## src/core/slave_id_defs.svh

```systemverilog
`ifndef SLAVE_ID_DEFS_SVH
`define SLAVE_ID_DEFS_SVH
`define ADDR_MANUF_LOW    5'h1e
`define ADDR_SLAVE_ID     5'h1f
`define BROADCAST_ADDR    4'h0
`define MANUF_LOW_VALUE   8'h5a  // value arbitrary
`define ID_RESERVED_BITS  2'h0
`define ID_MANUF_BITS     2'h2   // value arbitrary
`define UPPER_PATTERN     4'h2   // reserved and manufacturer bits together, value arbitrary
`define SLAVE_ID_RESET    4'h7
`define PM_ACTIVE         2'h0
`define PM_STARTUP        2'h1
`define PM_SHUTDOWN       2'h3
`endif

```

## src/core/slave_id_pkg.sv

```systemverilog
package slave_id_pkg;
  typedef struct packed {
    logic       valid;
    logic [3:0] slaveAddr;
    logic [4:0] regAddr;
    logic [7:0] data;
  } reg_write_t;

  typedef struct packed {
    logic       valid;
    logic [4:0] regAddr;
  } reg_read_t;
endpackage : slave_id_pkg

```

## src/core/slave_id_registers.sv

```systemverilog
`timescale 1ns/1ps
`include "slave_id_defs.svh"
module slave_id_registers (
  input  wire logic                    clk_sys,
  input  wire logic                    reset,
  input  wire slave_id_pkg::reg_write_t wrReq,
  input  wire slave_id_pkg::reg_read_t  rdReq,
  input  wire logic [1:0]              powerModeField,
  input  wire logic                    softResetBit,
  output logic [3:0]                   slaveId,
  output logic [7:0]                   rdData,
  output logic                         rdValid,
  output logic                         rdMiss,
  output logic                         idWriteRejected
);

  // write aimed at the identifier register
  function automatic logic is_id_write(
    input slave_id_pkg::reg_write_t req
  );
    logic hit;
    hit = 1'b0;
    if (req.valid) begin
      hit = (req.regAddr == `ADDR_SLAVE_ID);
    end
    return hit;
  endfunction : is_id_write

  // broadcast slave address
  function automatic logic is_broadcast(
    input logic [3:0] addr
  );
    logic hit;
    hit = 1'b0;
    if (addr == `BROADCAST_ADDR) begin
      hit = 1'b1;
    end
    return hit;
  endfunction : is_broadcast

  // slave address equal to the held identifier
  function automatic logic is_own(
    input logic [3:0] addr,
    input logic [3:0] held
  );
    logic hit;
    hit = 1'b0;
    if (addr == held) begin
      hit = 1'b1;
    end
    return hit;
  endfunction : is_own

  // upper nibble must carry the fixed pattern
  function automatic logic pattern_matches(
    input logic [3:0] upper
  );
    logic hit;
    hit = 1'b0;
    if (upper == `UPPER_PATTERN) begin
      hit = 1'b1;
    end
    return hit;
  endfunction : pattern_matches

  function automatic logic is_shutdown(
    input logic [1:0] mode
  );
    logic hit;
    hit = 1'b0;
    case (mode)
      `PM_SHUTDOWN: hit = 1'b1;
      default:      hit = 1'b0;
    endcase
    return hit;
  endfunction : is_shutdown

  // startup code seen now but not on the previous cycle
  function automatic logic enters_startup(
    input logic [1:0] mode,
    input logic [1:0] prev
  );
    logic hit;
    hit = 1'b0;
    if (mode == `PM_STARTUP) begin
      hit = (prev != `PM_STARTUP);
    end
    return hit;
  endfunction : enters_startup

  // addressed write with the right upper nibble
  function automatic logic write_accepted(
    input logic idWrite,
    input logic addressed,
    input logic patternOk
  );
    return idWrite && addressed && patternOk;
  endfunction : write_accepted

  // addressed write with a wrong upper nibble
  function automatic logic write_refused(
    input logic idWrite,
    input logic addressed,
    input logic patternOk
  );
    return idWrite && addressed && !patternOk;
  endfunction : write_refused

  // read image: reserved, manufacturer bits, identifier
  function automatic logic [7:0] id_word(
    input logic [3:0] held
  );
    logic [7:0] word;
    word      = 8'h00;
    word[7:6] = `ID_RESERVED_BITS;
    word[5:4] = `ID_MANUF_BITS;
    word[3:0] = held;
    return word;
  endfunction : id_word

  // registered state
  logic [3:0] slaveId_r;
  logic [3:0] slaveId_nxt;
  logic [1:0] powerMode_r;
  logic [1:0] powerMode_nxt;
  logic       rejected_r;
  logic       rejected_nxt;

  // decoded request and power mode
  logic       idWrite;
  logic       broadcastHit;
  logic       ownHit;
  logic       addressed;
  logic       patternOk;
  logic       acceptWrite;
  logic       refuseWrite;
  logic       shutdownNow;
  logic       startupEntry;

  // read image
  logic [7:0] slaveIdWord;

  // request decode, shared by the identifier and reject groups, plus power-mode decode for the identifier
  always_comb begin
    idWrite      = is_id_write(wrReq);
    broadcastHit = is_broadcast(wrReq.slaveAddr);
    ownHit       = is_own(wrReq.slaveAddr, slaveId_r);
    addressed    = broadcastHit || ownHit;
    patternOk    = pattern_matches(wrReq.data[7:4]);
    acceptWrite  = write_accepted(idWrite, addressed, patternOk);
    refuseWrite  = write_refused(idWrite, addressed, patternOk);
    shutdownNow  = is_shutdown(powerModeField);
    startupEntry = enters_startup(powerModeField, powerMode_r);
  end

  // previous power mode, for spotting entry into startup
  always_comb begin
    powerMode_nxt = powerModeField;
  end

  always_ff @(posedge clk_sys) begin
    if (reset) begin
      powerMode_r <= `PM_ACTIVE;
    end else begin
      powerMode_r <= powerMode_nxt;
    end
  end

  // shutdown and startup entry win over a write in the same cycle
  always_comb begin
    slaveId_nxt = slaveId_r;
    if (acceptWrite) begin
      slaveId_nxt = wrReq.data[3:0];
    end
    if (shutdownNow) begin
      slaveId_nxt = `SLAVE_ID_RESET;
    end
    if (startupEntry) begin
      slaveId_nxt = `SLAVE_ID_RESET;
    end
  end

  // soft reset bit deliberately not read here
  always_ff @(posedge clk_sys) begin
    if (reset) begin
      slaveId_r <= `SLAVE_ID_RESET;
    end else begin
      slaveId_r <= slaveId_nxt;
    end
  end

  always_comb begin
    rejected_nxt = 1'b0;
    if (refuseWrite) begin
      rejected_nxt = 1'b1;
    end
  end

  always_ff @(posedge clk_sys) begin
    if (reset) begin
      rejected_r <= 1'b0;
    end else begin
      rejected_r <= rejected_nxt;
    end
  end

  always_comb begin
    slaveIdWord = id_word(slaveId_r);
  end

  assign slaveId         = slaveId_r;
  assign idWriteRejected = rejected_r;

  slave_id_read_port readPort (
    .clk_sys     (clk_sys),
    .reset       (reset),
    .rdReq       (rdReq),
    .slaveIdWord (slaveIdWord),
    .rdData      (rdData),
    .rdValid     (rdValid),
    .rdMiss      (rdMiss)
  );
endmodule : slave_id_registers

```

## src/core/slave_id_read_port.sv

```systemverilog
`timescale 1ns/1ps
`include "slave_id_defs.svh"
module slave_id_read_port (
  input  wire logic                   clk_sys,
  input  wire logic                   reset,
  input  wire slave_id_pkg::reg_read_t rdReq,
  input  wire logic [7:0]             slaveIdWord,
  output logic [7:0]                  rdData,
  output logic                        rdValid,
  output logic                        rdMiss
);
  logic [7:0] rdData_r;
  logic [7:0] rdData_nxt;
  logic       rdValid_r;
  logic       rdValid_nxt;
  logic       rdMiss_r;
  logic       rdMiss_nxt;

  always_comb begin
    rdData_nxt  = 8'h00;
    rdValid_nxt = rdReq.valid;
    rdMiss_nxt  = 1'b0;
    if (rdReq.valid) begin
      case (rdReq.regAddr)
        `ADDR_MANUF_LOW: rdData_nxt = `MANUF_LOW_VALUE;
        `ADDR_SLAVE_ID:  rdData_nxt = slaveIdWord;
        default:         rdMiss_nxt = 1'b1;
      endcase
    end
  end

  always_ff @(posedge clk_sys) begin
    if (reset) begin
      rdData_r  <= 8'h00;
      rdValid_r <= 1'b0;
      rdMiss_r  <= 1'b0;
    end else begin
      rdData_r  <= rdData_nxt;
      rdValid_r <= rdValid_nxt;
      rdMiss_r  <= rdMiss_nxt;
    end
  end

  assign rdData  = rdData_r;
  assign rdValid = rdValid_r;
  assign rdMiss  = rdMiss_r;
endmodule : slave_id_read_port

```

## config.mk

```make
export PLATFORM = sky130hd
export DESIGN_NAME = slave_id_registers
export DESIGN_NICKNAME = d
export VERILOG_FILES = /design/src/core/slave_id_pkg.sv /design/src/core/slave_id_registers.sv /design/src/core/slave_id_read_port.sv
export VERILOG_INCLUDE_DIRS = /design/src /design/src/core
export SDC_FILE = /design/constraint.sdc
export NUM_CORES = 1
export LEC_CHECK = 0
export BUFFER_PORTS_ARGS = -buffer_cell sky130_fd_sc_hd__buf_2
export CORE_MARGIN = 2
export CORE_UTILIZATION = 44
export CTS_CLUSTER_SIZE = 16
export DETAILED_ROUTE_END_ITERATION = 6
export GPL_TIMING_DRIVEN = 0
export MAX_ROUTING_LAYER = met4
export PLACE_DENSITY = 0.9
export SKIP_LAST_GASP = 1
export SYNTH_ARGS = -nofsm -noshare
export SYNTH_HDL_FRONTEND = slang
export SYNTH_HIERARCHICAL = 1
export SYNTH_SLANG_ARGS = --single-unit
```

## constraint.sdc

```tcl
create_clock -name clk_sys -period 4.05 [get_ports clk_sys]
set_clock_uncertainty 0.15 [all_clocks]
set_input_delay 0.81 -clock clk_sys [delete_from_list [all_inputs] [get_ports clk_sys]]
set_output_delay 0.81 -clock clk_sys [all_outputs]
set_load 0.01 [all_outputs]
```

==> impl_metrics.tcl, run 1 <==
set metrics [dict create \
    avgSynthCellArea_um2 10.10 \
    num_vias 675 \
    fin_area_um2 972.2 \
    cellLeakagePower_nw 0.4862 \
    fin_crit_sh_pct 46.40 \
    start_kind "input port" \
    hold_class "reg -> reg" \
    first_pass_iters 3 \
    grt_max_degree 11 \
    wirelength_mm 1.480 \
    run_status "finished clean" \
    ctsResizeCount 0 \
    worst_skew_pair.late_latency_ps 290 \
    clockBufferDepth 2 \
    finalNetCount 148 \
    yosys_register_bits 17 \
    cap_violations 0 \
    remaining_drc_errors 0 \
    worstPathMaxFanout 4 \
    io-pin-count 44 \
    power_density_nw_per_um2 302.1 \
    cp.required_ps 4090 \
    clkTransAtPathRegs_ps 90 \
    initial_core_util_pct 46.93 \
    ys_types 25 \
    grt_pass1_vias 609 \
    final_cell_mix "42 x buf_2, 17 x dfxtp_1, 11 x nor3_1, 6 x nor2b_1, 5 x nand2_1" \
    post_drt_wl_per_cell_um 11.04 \
    final_common_cell "buf_2" \
    utilization_pct 64.53 \
    cts_setup_buffers 0 \
    fmax_mhz 532.1 \
    coreArea_um2 1506 \
    gp_congestion 0.7659 \
    maxSlewViolCount 0 \
    r2r_slack_ps 2410 \
    io_buffers 42 \
    diodes 0 \
    h-tree-depth 1 \
    syn_inst 70 \
    ir_drop_mv 0.2109 \
    die_w_um 44.09 \
    yosys_warnings 6 \
    vias_per_cell 5.037 \
    worst_ep_arrival_time_ps 1910 \
    cts_tree "done" \
    period_needed_ps 1879 \
    grt.overflow.total 0 \
    fp.dieH_um 44.09 \
    antenna_found_initial 0 \
    dpl_cell_area_um2 944.7 \
    finalHoldViolations 0 \
    synth-seq-area-share_pct 48.14 \
    cts_hold_buf 0 \
    setup_viol 0 \
    root_buffer "clkbuf_4" \
    area_growth_pct 37.52 \
    grtUsageTotal_pct 17.33 \
    synth_area_um2 706.9 \
    cp-end-kind "flip-flop" \
    crit_type "in -> reg" \
    antenna_left 0 \
    num_rows 14 \
    rsz0062_at_grt "no" \
    grt_pass1_wl_mm 2.366 \
    dr.first_iter.drc_count 5 \
    setup-tns-final_ps 0 \
    cts_buffers 3 \
    whs_ps 352.5 \
    die_area_um2 1943 \
    cts_sinks 17 \
    dp_hpwl_mm 1.230 \
    drive_gt1_share_pct 45.76 \
]
[cells by family (layout without fill, tap and decap cells)]
group	Yosys count	count (layout)	share of synthesized area (%)
XOR/XNOR	4	4	4.955
AO/OA/AOI/OAI	11	11	11.86
flip-flops	17	17	48.14
buffers and inverters	2	48	2.123
AND/OR/NAND/NOR	34	34	31.86
other	2	4	1.062
[layer usage]
metal / vias up / GRT usage (%) / routed length, um
li1: 342 / - / -
met1: 295 / 15.76 / 552
met2: 38 / 31.76 / 771
met3: 0 / 7.755 / 157
met4: 0 / 5.455 / 0
met5: - / - / 0
[power breakdown]
group	internal [mW]	total, mW	switching [mW]
combinational	0.0186	0.0351	0.0165
clock	0.0367	0.0884	0.0516
sequential	0.170	0.170	0.000541
total	0.225	0.294	0.0687
[flip-flops by register name, summed over array words and instances, names as in the netlist]
name,flops
readPort/rdData,8
slaveId,4
powerMode_r,2
idWriteRejected,1
readPort/rdMiss,1
readPort/rdValid,1
[Yosys cell counts (all sizes together)]
| library cell | instances | share of area [%] |
|---|---|---|
| nor2b | 6 | 5.3 |
| nor3 | 11 | 7.8 |
| and2b | 1 | 1.2 |
| or3b | 1 | 1.2 |
| nand4 | 2 | 3.9 |
| and4 | 2 | 2.5 |
| nor4b | 1 | 2.1 |
| a21o | 1 | 1.1 |
| a21oi | 4 | 2.8 |
| nand3 | 1 | 0.71 |
| o21bai | 3 | 3.2 |
| conb | 2 | 1.1 |
| nor2 | 1 | 0.53 |
| buf | 1 | 1.6 |
| or4 | 1 | 1.6 |
| nand2b | 1 | 0.89 |
| inv | 1 | 0.53 |
| o41a | 1 | 1.8 |
| o41ai | 1 | 2.3 |
| o21ai | 1 | 0.71 |
| nand2 | 5 | 2.7 |
| and4b | 1 | 1.4 |
| dfxtp | 17 | 48 |
| xor2 | 4 | 5.0 |
[area by class of cell]
| type | count | area, um^2 |
|---|---|---|
| Buffer | 1 | 11.26 |
| Fill cell | 136 | 534.3 |
| Multi-Input combinational cell | 53 | 359.1 |
| Sequential cell | 17 | 340.3 |
| Tap cell | 16 | 20.02 |
| Clock buffer | 3 | 22.52 |
| Timing Repair Buffer | 42 | 210.2 |
| Inverter | 1 | 3.754 |
| Clock inverter | 1 | 5.005 |
[worst max-delay path, cell delays in order]
cell	delay [ps]
buf_2	110
or4_4	540
o41a_2	160
nor3_1	200
o21bai_1	100
[path summary, 6_finish.rpt]
| check | start | to | cells past startpoint |
|---|---|---|---|
| setup / recovery | wrReq[13] | slaveId[1] | 5 |
| hold / removal | slaveId[2] | readPort/rdData[2] | 2 |
| setup reg to reg | slaveId[1] | slaveId[1] | 4 |
| hold reg to reg | slaveId[2] | readPort/rdData[2] | 2 |
[stage by stage]
step	power [mW]	worst slack (ps)	cells
6_report	0.2937	2171	134
5_1_grt	0.3096	2100	134
4_1_cts	0.2973	2188	134
3_5_place_dp	0.2095	1880	130
3_3_place_gp	0.2080	1892	130
2_1_floorplan	0.1895	2057	72
(Power assumes the default switching activity.)
==> run 2: changes to the inputs <==
Settings changed: ABC_AREA from default to 1, CORE_UTILIZATION 44 to 38, PLACE_DENSITY 0.9 to 0.82.
Clock period 4.05 ns to 1.7 ns, I/O delays scaled along.
==> run 2 against run 1 <==
  * Final area increased by 5.8%
  * Non-clock buffer count decreased by 1
  * Critical path depth increased by 4
  * Die area increased by 21%
  * Worst hold slack got worse by 230 ps
  * Via count increased by 14%
  * Utilization decreased by 10 points
  * Critical endpoint unchanged
  * Worst setup slack got worse by 1900 ps
  * Sequential power increased by 140%
  * Sequential share of layout area decreased by 1.9 points
==> impl_metrics.tcl, run 2 <==
set metrics [dict create \
    yosys.area_share.adder_pct 0 \
    synthTopCellsByCount "26 x nand2_1, 17 x dfxtp_1, 15 x inv_1, 14 x nor2_1, 6 x nand4_1" \
    top_usage_layer "met2" \
    largest_register_ffs 8 \
    yosys_register_bits 17 \
    area_growth_pct 37.23 \
    place_inst 173 \
    crit_type "reg -> reg" \
    antenna_found_initial 0 \
    synth_ff_type "dfxtp_1" \
    r2r_slack_ps 300 \
    first_pass_iters 4 \
    grt_pass1_wl_mm 2.753 \
    cts_tree "done" \
    worstPathMaxFanout 6 \
    final_cell_mix "42 x buf_2, 26 x nand2_1, 17 x dfxtp_1, 15 x inv_1, 14 x nor2_1" \
    finalHoldViolations 0 \
    synth_area_um2 749.5 \
    finalNetCount 180 \
    final_common_cell "buf_2" \
    cts_hold_buf 0 \
    cap_violations 0 \
    synth_mux_area_share_pct 0 \
    h-tree-depth 1 \
    synthArstFlopShare_pct 0 \
    whs_ps 122.3 \
    cp-end-kind "flip-flop" \
    die_w_um 48.41 \
    die_area_um2 2344 \
    io-pin-count 44 \
    ir_drop_mv 0.3419 \
    cellLeakagePower_nw 0.5736 \
    coreArea_um2 1902 \
    root_buffer "clkbuf_4" \
    yosysTopAreaCell "dfxtp_1" \
    yosys_warnings 6 \
    synth_edf_count 0 \
    grtUsageMet3_pct 3.086 \
    drive_gt1_share_pct 37.33 \
    fmax_mhz 712.3 \
    ys_types 18 \
    io_buffers 42 \
    grt_pass1_vias 733 \
    clockBufferDepth 2 \
    yosys.area_share.simple_pct 38.73 \
    fp.dieH_um 48.41 \
    grt_use_met2_pct 25.46 \
    vias_per_cell 4.362 \
    instances_no_fill 177 \
    ctsResizeCount 0 \
    fin_crit_sh_pct 82.58 \
    synth-seq-area-share_pct 45.41 \
    dr.first_iter.drc_count 10 \
    grt.overflow.total 0 \
    grt_max_degree 11 \
    power_density_nw_per_um2 680.3 \
    grtUsageTotal_pct 14.71 \
    synth-compound-area-share_pct 5.843 \
    num_rows 16 \
    met1_usage_pct 17.25 \
    hold_class "in -> reg" \
    run_status "finished clean" \
    start_kind "flip-flop" \
    num_vias 772 \
    maxSlewViolCount 0 \
    worst_skew_pair.late_latency_ps 280 \
    diodes 0 \
    cts_sinks 17 \
    synth_top_family_by_area "simple AND/OR/NAND/NOR gates" \
    post_drt_wl_per_cell_um 8.780 \
    yosysTopAreaCellShare_pct 45.41 \
    synth_most_common_cell "nand2_1" \
    rsz0062_at_grt "no" \
    wirelength_mm 1.554 \
    total_power_mw 0.6997 \
    syn_inst 102 \
    remaining_drc_errors 0 \
    cts_setup_buffers 0 \
    worst_ep_arrival_time_ps 1420 \
    cts_buffers 3 \
    setup-tns-final_ps 0 \
    synth_top_cells_by_area "dfxtp_1 45%, nand2_1 13%, inv_1 7.5%" \
    avgSynthCellArea_um2 7.348 \
    period_needed_ps 1404 \
    initial_core_util_pct 39.41 \
    synth-xor-area-share_pct 0 \
    clkTransAtPathRegs_ps 100 \
    dp_hpwl_mm 1.338 \
    gp_congestion 0.7464 \
    antenna_left 0 \
    cp.required_ps 1710 \
    setup_viol 0 \
]
## run 2: cell types whose count changed in the layout (fill, tap and decap cells not counted), sizes merged, moves of 5 or more
| cell | delta |
|---|---|
| nor3 | -9 |
| nor2 | +15 |
| nand2 | +22 |
| inv | +17 |
| nor2b | -6 |
| nand3 | +5 |
## run 2: layer usage
layer / up-vias / share of wire, %
met3: 0 / 7.9
met2: 32 / 49
met1: 328 / 43
li1: 412 / -
met5: - / 0
met4: 0 / 0
## run 2: logic make-up after synthesis
kind of cell | Yosys count
AND/OR/NAND/NOR | 59
buffers and inverters | 18
flip-flops | 17
AO/OA/AOI/OAI | 6
other | 2
## run 2: area by class of cell
| type | instances | area [um^2] |
|---|---|---|
| well taps | 27 | 33.78 |
| clock buffers | 3 | 22.52 |
| fillers | 204 | 873.3 |
| inverters | 18 | 67.56 |
| clock inverters | 1 | 5.005 |
| repair buffers | 42 | 210.2 |
| flip-flops and latches | 17 | 340.3 |
| multi-input cells | 69 | 349.1 |
## run 2: power breakdown
group / internal, mW / switching [mW]
combinational: 0.0387 / 0.0488
sequential: 0.404 / 0.00132
clock: 0.0872 / 0.119
total: 0.530 / 0.170
## run 2: worst paths after layout
path	start	to	depth (start not counted)
setup / recovery	slaveId[1]	slaveId[1]	9
hold / removal	powerModeField[0]	powerMode_r[0]	3
setup reg to reg	slaveId[1]	slaveId[1]	9
hold reg to reg	slaveId[2]	readPort/rdData[2]	2
## run 2: stage by stage
stage          utilization, %  worst slack (ps)  cell area (um^2)
6_report                54.08             296.1              1028
5_1_grt                 54.08             144.4              1028
2_1_floorplan               -             421.1             757.0
3_3_place_gp            52.63             275.6              1001
4_1_cts                 54.08             291.8              1028
3_5_place_dp            52.63             243.0              1001
## run 2: critical path, stage by stage, from the launching register on
cell and delay, ps:
dfxtp_1 420, inv_1 60, nand2_1 60, nand2_1 50, nor2_1 100, nand2_1 80
nand2_2 110, nand3_2 120, nand2_1 90, nand3_1 60
==> run 3: changes to the inputs <==
Clock period 1.7 ns to 1.2 ns, I/O delays scaled along.
==> run 3 against run 2 <==
  * The run now ends with setup timing left
  * Sequential power up 39%
  * Global-route usage up 1.2 points
  * Flip-flop and latch count unchanged
  * Utilization up 4.1 points
  * Routed wire length up 0.13%
  * Via count up 2.2%
  * Worst setup slack worse by 380 ps
  * First-iteration DRC count down 50%
  * Register-to-register slack worse by 380 ps
  * Non-clock buffer count up 3
  * Die area unchanged
  * Critical path type unchanged
==> impl_metrics.tcl, run 3 (synthesis results as in run 2) <==
set metrics [dict create \
    run_status "finished, violations left" \
    violations "setup timing" \
    vias_per_cell 4.383 \
    cp.required_ps 1220 \
    cap_violations 0 \
    met1_usage_pct 14.45 \
    h-tree-depth 1 \
    fin_area_um2 1106 \
    die_w_um 48.41 \
    antenna_left 0 \
    area_growth_pct 47.58 \
    grt.overflow.total 0 \
    maxSlewViolCount 0 \
    dpl_cell_area_um2 1016 \
    dr.first_iter.drc_count 5 \
    grt_use_met2_pct 28.47 \
    fin_crit_sh_pct 107.4 \
    slowest_stage "dfxtp_4" \
    final_common_cell "buf_2" \
    worst_skew_pair.late_latency_ps 280 \
    antenna_found_initial 0 \
    start_kind "flip-flop" \
    io_buffers 42 \
    worst_ep_arrival_time_ps 1310 \
    max_stage_delay_ps 370 \
    io-pin-count 44 \
    ir_drop_mv 0.4751 \
    fmax_mhz 776.0 \
    num_rows 16 \
    remaining_drc_errors 0 \
    post_drt_wl_per_cell_um 8.644 \
    fillers 185 \
    r2r-start "slaveId[1]" \
    setup-tns-final_ps -506.7 \
    worstPathMaxFanout 5 \
    largest_register_ffs 8 \
    coreArea_um2 1902 \
    min_from "powerModeField[1]" \
    dp_hpwl_mm 1.294 \
    clkTransAtPathRegs_ps 90 \
    initial_core_util_pct 39.41 \
    gp_congestion 0.7222 \
    setup_viol 6 \
    period_needed_ps 1289 \
    fp.dieH_um 48.41 \
    cts_buffers 3 \
    diodes 0 \
    rsz0062_at_grt "yes" \
    cts_tree "done" \
    clockBufferDepth 2 \
    fin_ws_ps -88.66 \
    final_cell_mix "38 x buf_2, 26 x nand2_1, 14 x nor2_1, 13 x dfxtp_1, 11 x inv_1" \
    dpl_worst_slack_ps -166.6 \
    cellLeakagePower_nw 0.5911 \
    crit_type "reg -> reg" \
    root_buffer "clkbuf_4" \
    die_area_um2 2344 \
    cp-end-kind "flip-flop" \
    whs_ps 18.90 \
    wirelength_mm 1.556 \
    grtUsageMet3_pct 4.321 \
    total_power_mw 0.9865 \
    finalNetCount 183 \
    hold_class "in -> reg" \
    finalHoldViolations 0 \
    grtUsageTotal_pct 15.90 \
    grt_pass1_wl_mm 2.753 \
    grt_pass1_vias 708 \
    power_density_nw_per_um2 891.9 \
    cp_common_cell "nand2_1" \
    first_pass_iters 4 \
    num_vias 789 \
    drive_gt1_share_pct 43.14 \
    path_cells "inv_2 > nand2_1 > nand2_1 > nor2_1 > nand2_1 > nand2_4 > nand3_4 > nand2_1 > nand3_1" \
    regArea_um2 355.3 \
    crit_path_start "slaveId[1]" \
    cts_sinks 17 \
    grt_max_degree 10 \
    multi_input_area_um2 361.6 \
    top_usage_layer "met2" \
]
## run 3: changes by cell type in the layout (fill, tap and decap cells not counted), sizes merged
cell / change
buf: +3
clkbuf: +1
clkinv: -1
## run 3: final timing paths
kind                            slack, ps  cells after the start        endpoint
worst max-delay path                  -90                      9      slaveId[1]
worst min-delay path                   20                      3  powerMode_r[1]
worst max register to register        -90                      9      slaveId[1]
worst min register to register        350                      2      slaveId[1]
## run 3: area by class of cell
cell class	count	share of cell area, %
repair buffers	45	23.64
clock buffers	4	2.376
inverters	18	6.109
well taps	27	3.054
flip-flops and latches	17	32.13
multi-input cells	69	32.69
## run 3: power breakdown
group	switching [mW]	total, mW	internal (mW)
Combinational	0.0719	0.130	0.0585
Clock	0.161	0.290	0.129
Sequential	0.00202	0.566	0.564
Total	0.235	0.986	0.751
## run 3: timing repair
item,CTS,global route
endpoints found under the setup margin,5,9
pin swaps,6,1
buffers inserted,3,0
cloned,0,0
hold endpoints to repair,0,0
hold buffers,0,0
resized for setup,1,7
## run 3: routing by layer
| metal | wire [um] | share of wire (%) |
|---|---|---|
| met5 | 0 | 0 |
| met4 | 46 | 3.0 |
| met3 | 118 | 7.6 |
| met2 | 804 | 52 |
| met1 | 587 | 38 |
## run 3: per-stage QoR
stage	util, %	std cells
after floorplan	-	104
after global placement	53.42	173
after detailed placement	53.42	173
after CTS	55.99	180
after global routing	58.16	180
final	58.16	180
## run 3: critical path: cells and delay by family (launching register included)
family,cells,cell delay (ps)
simple gates,8,620
flops,1,370
buf+inv,1,30
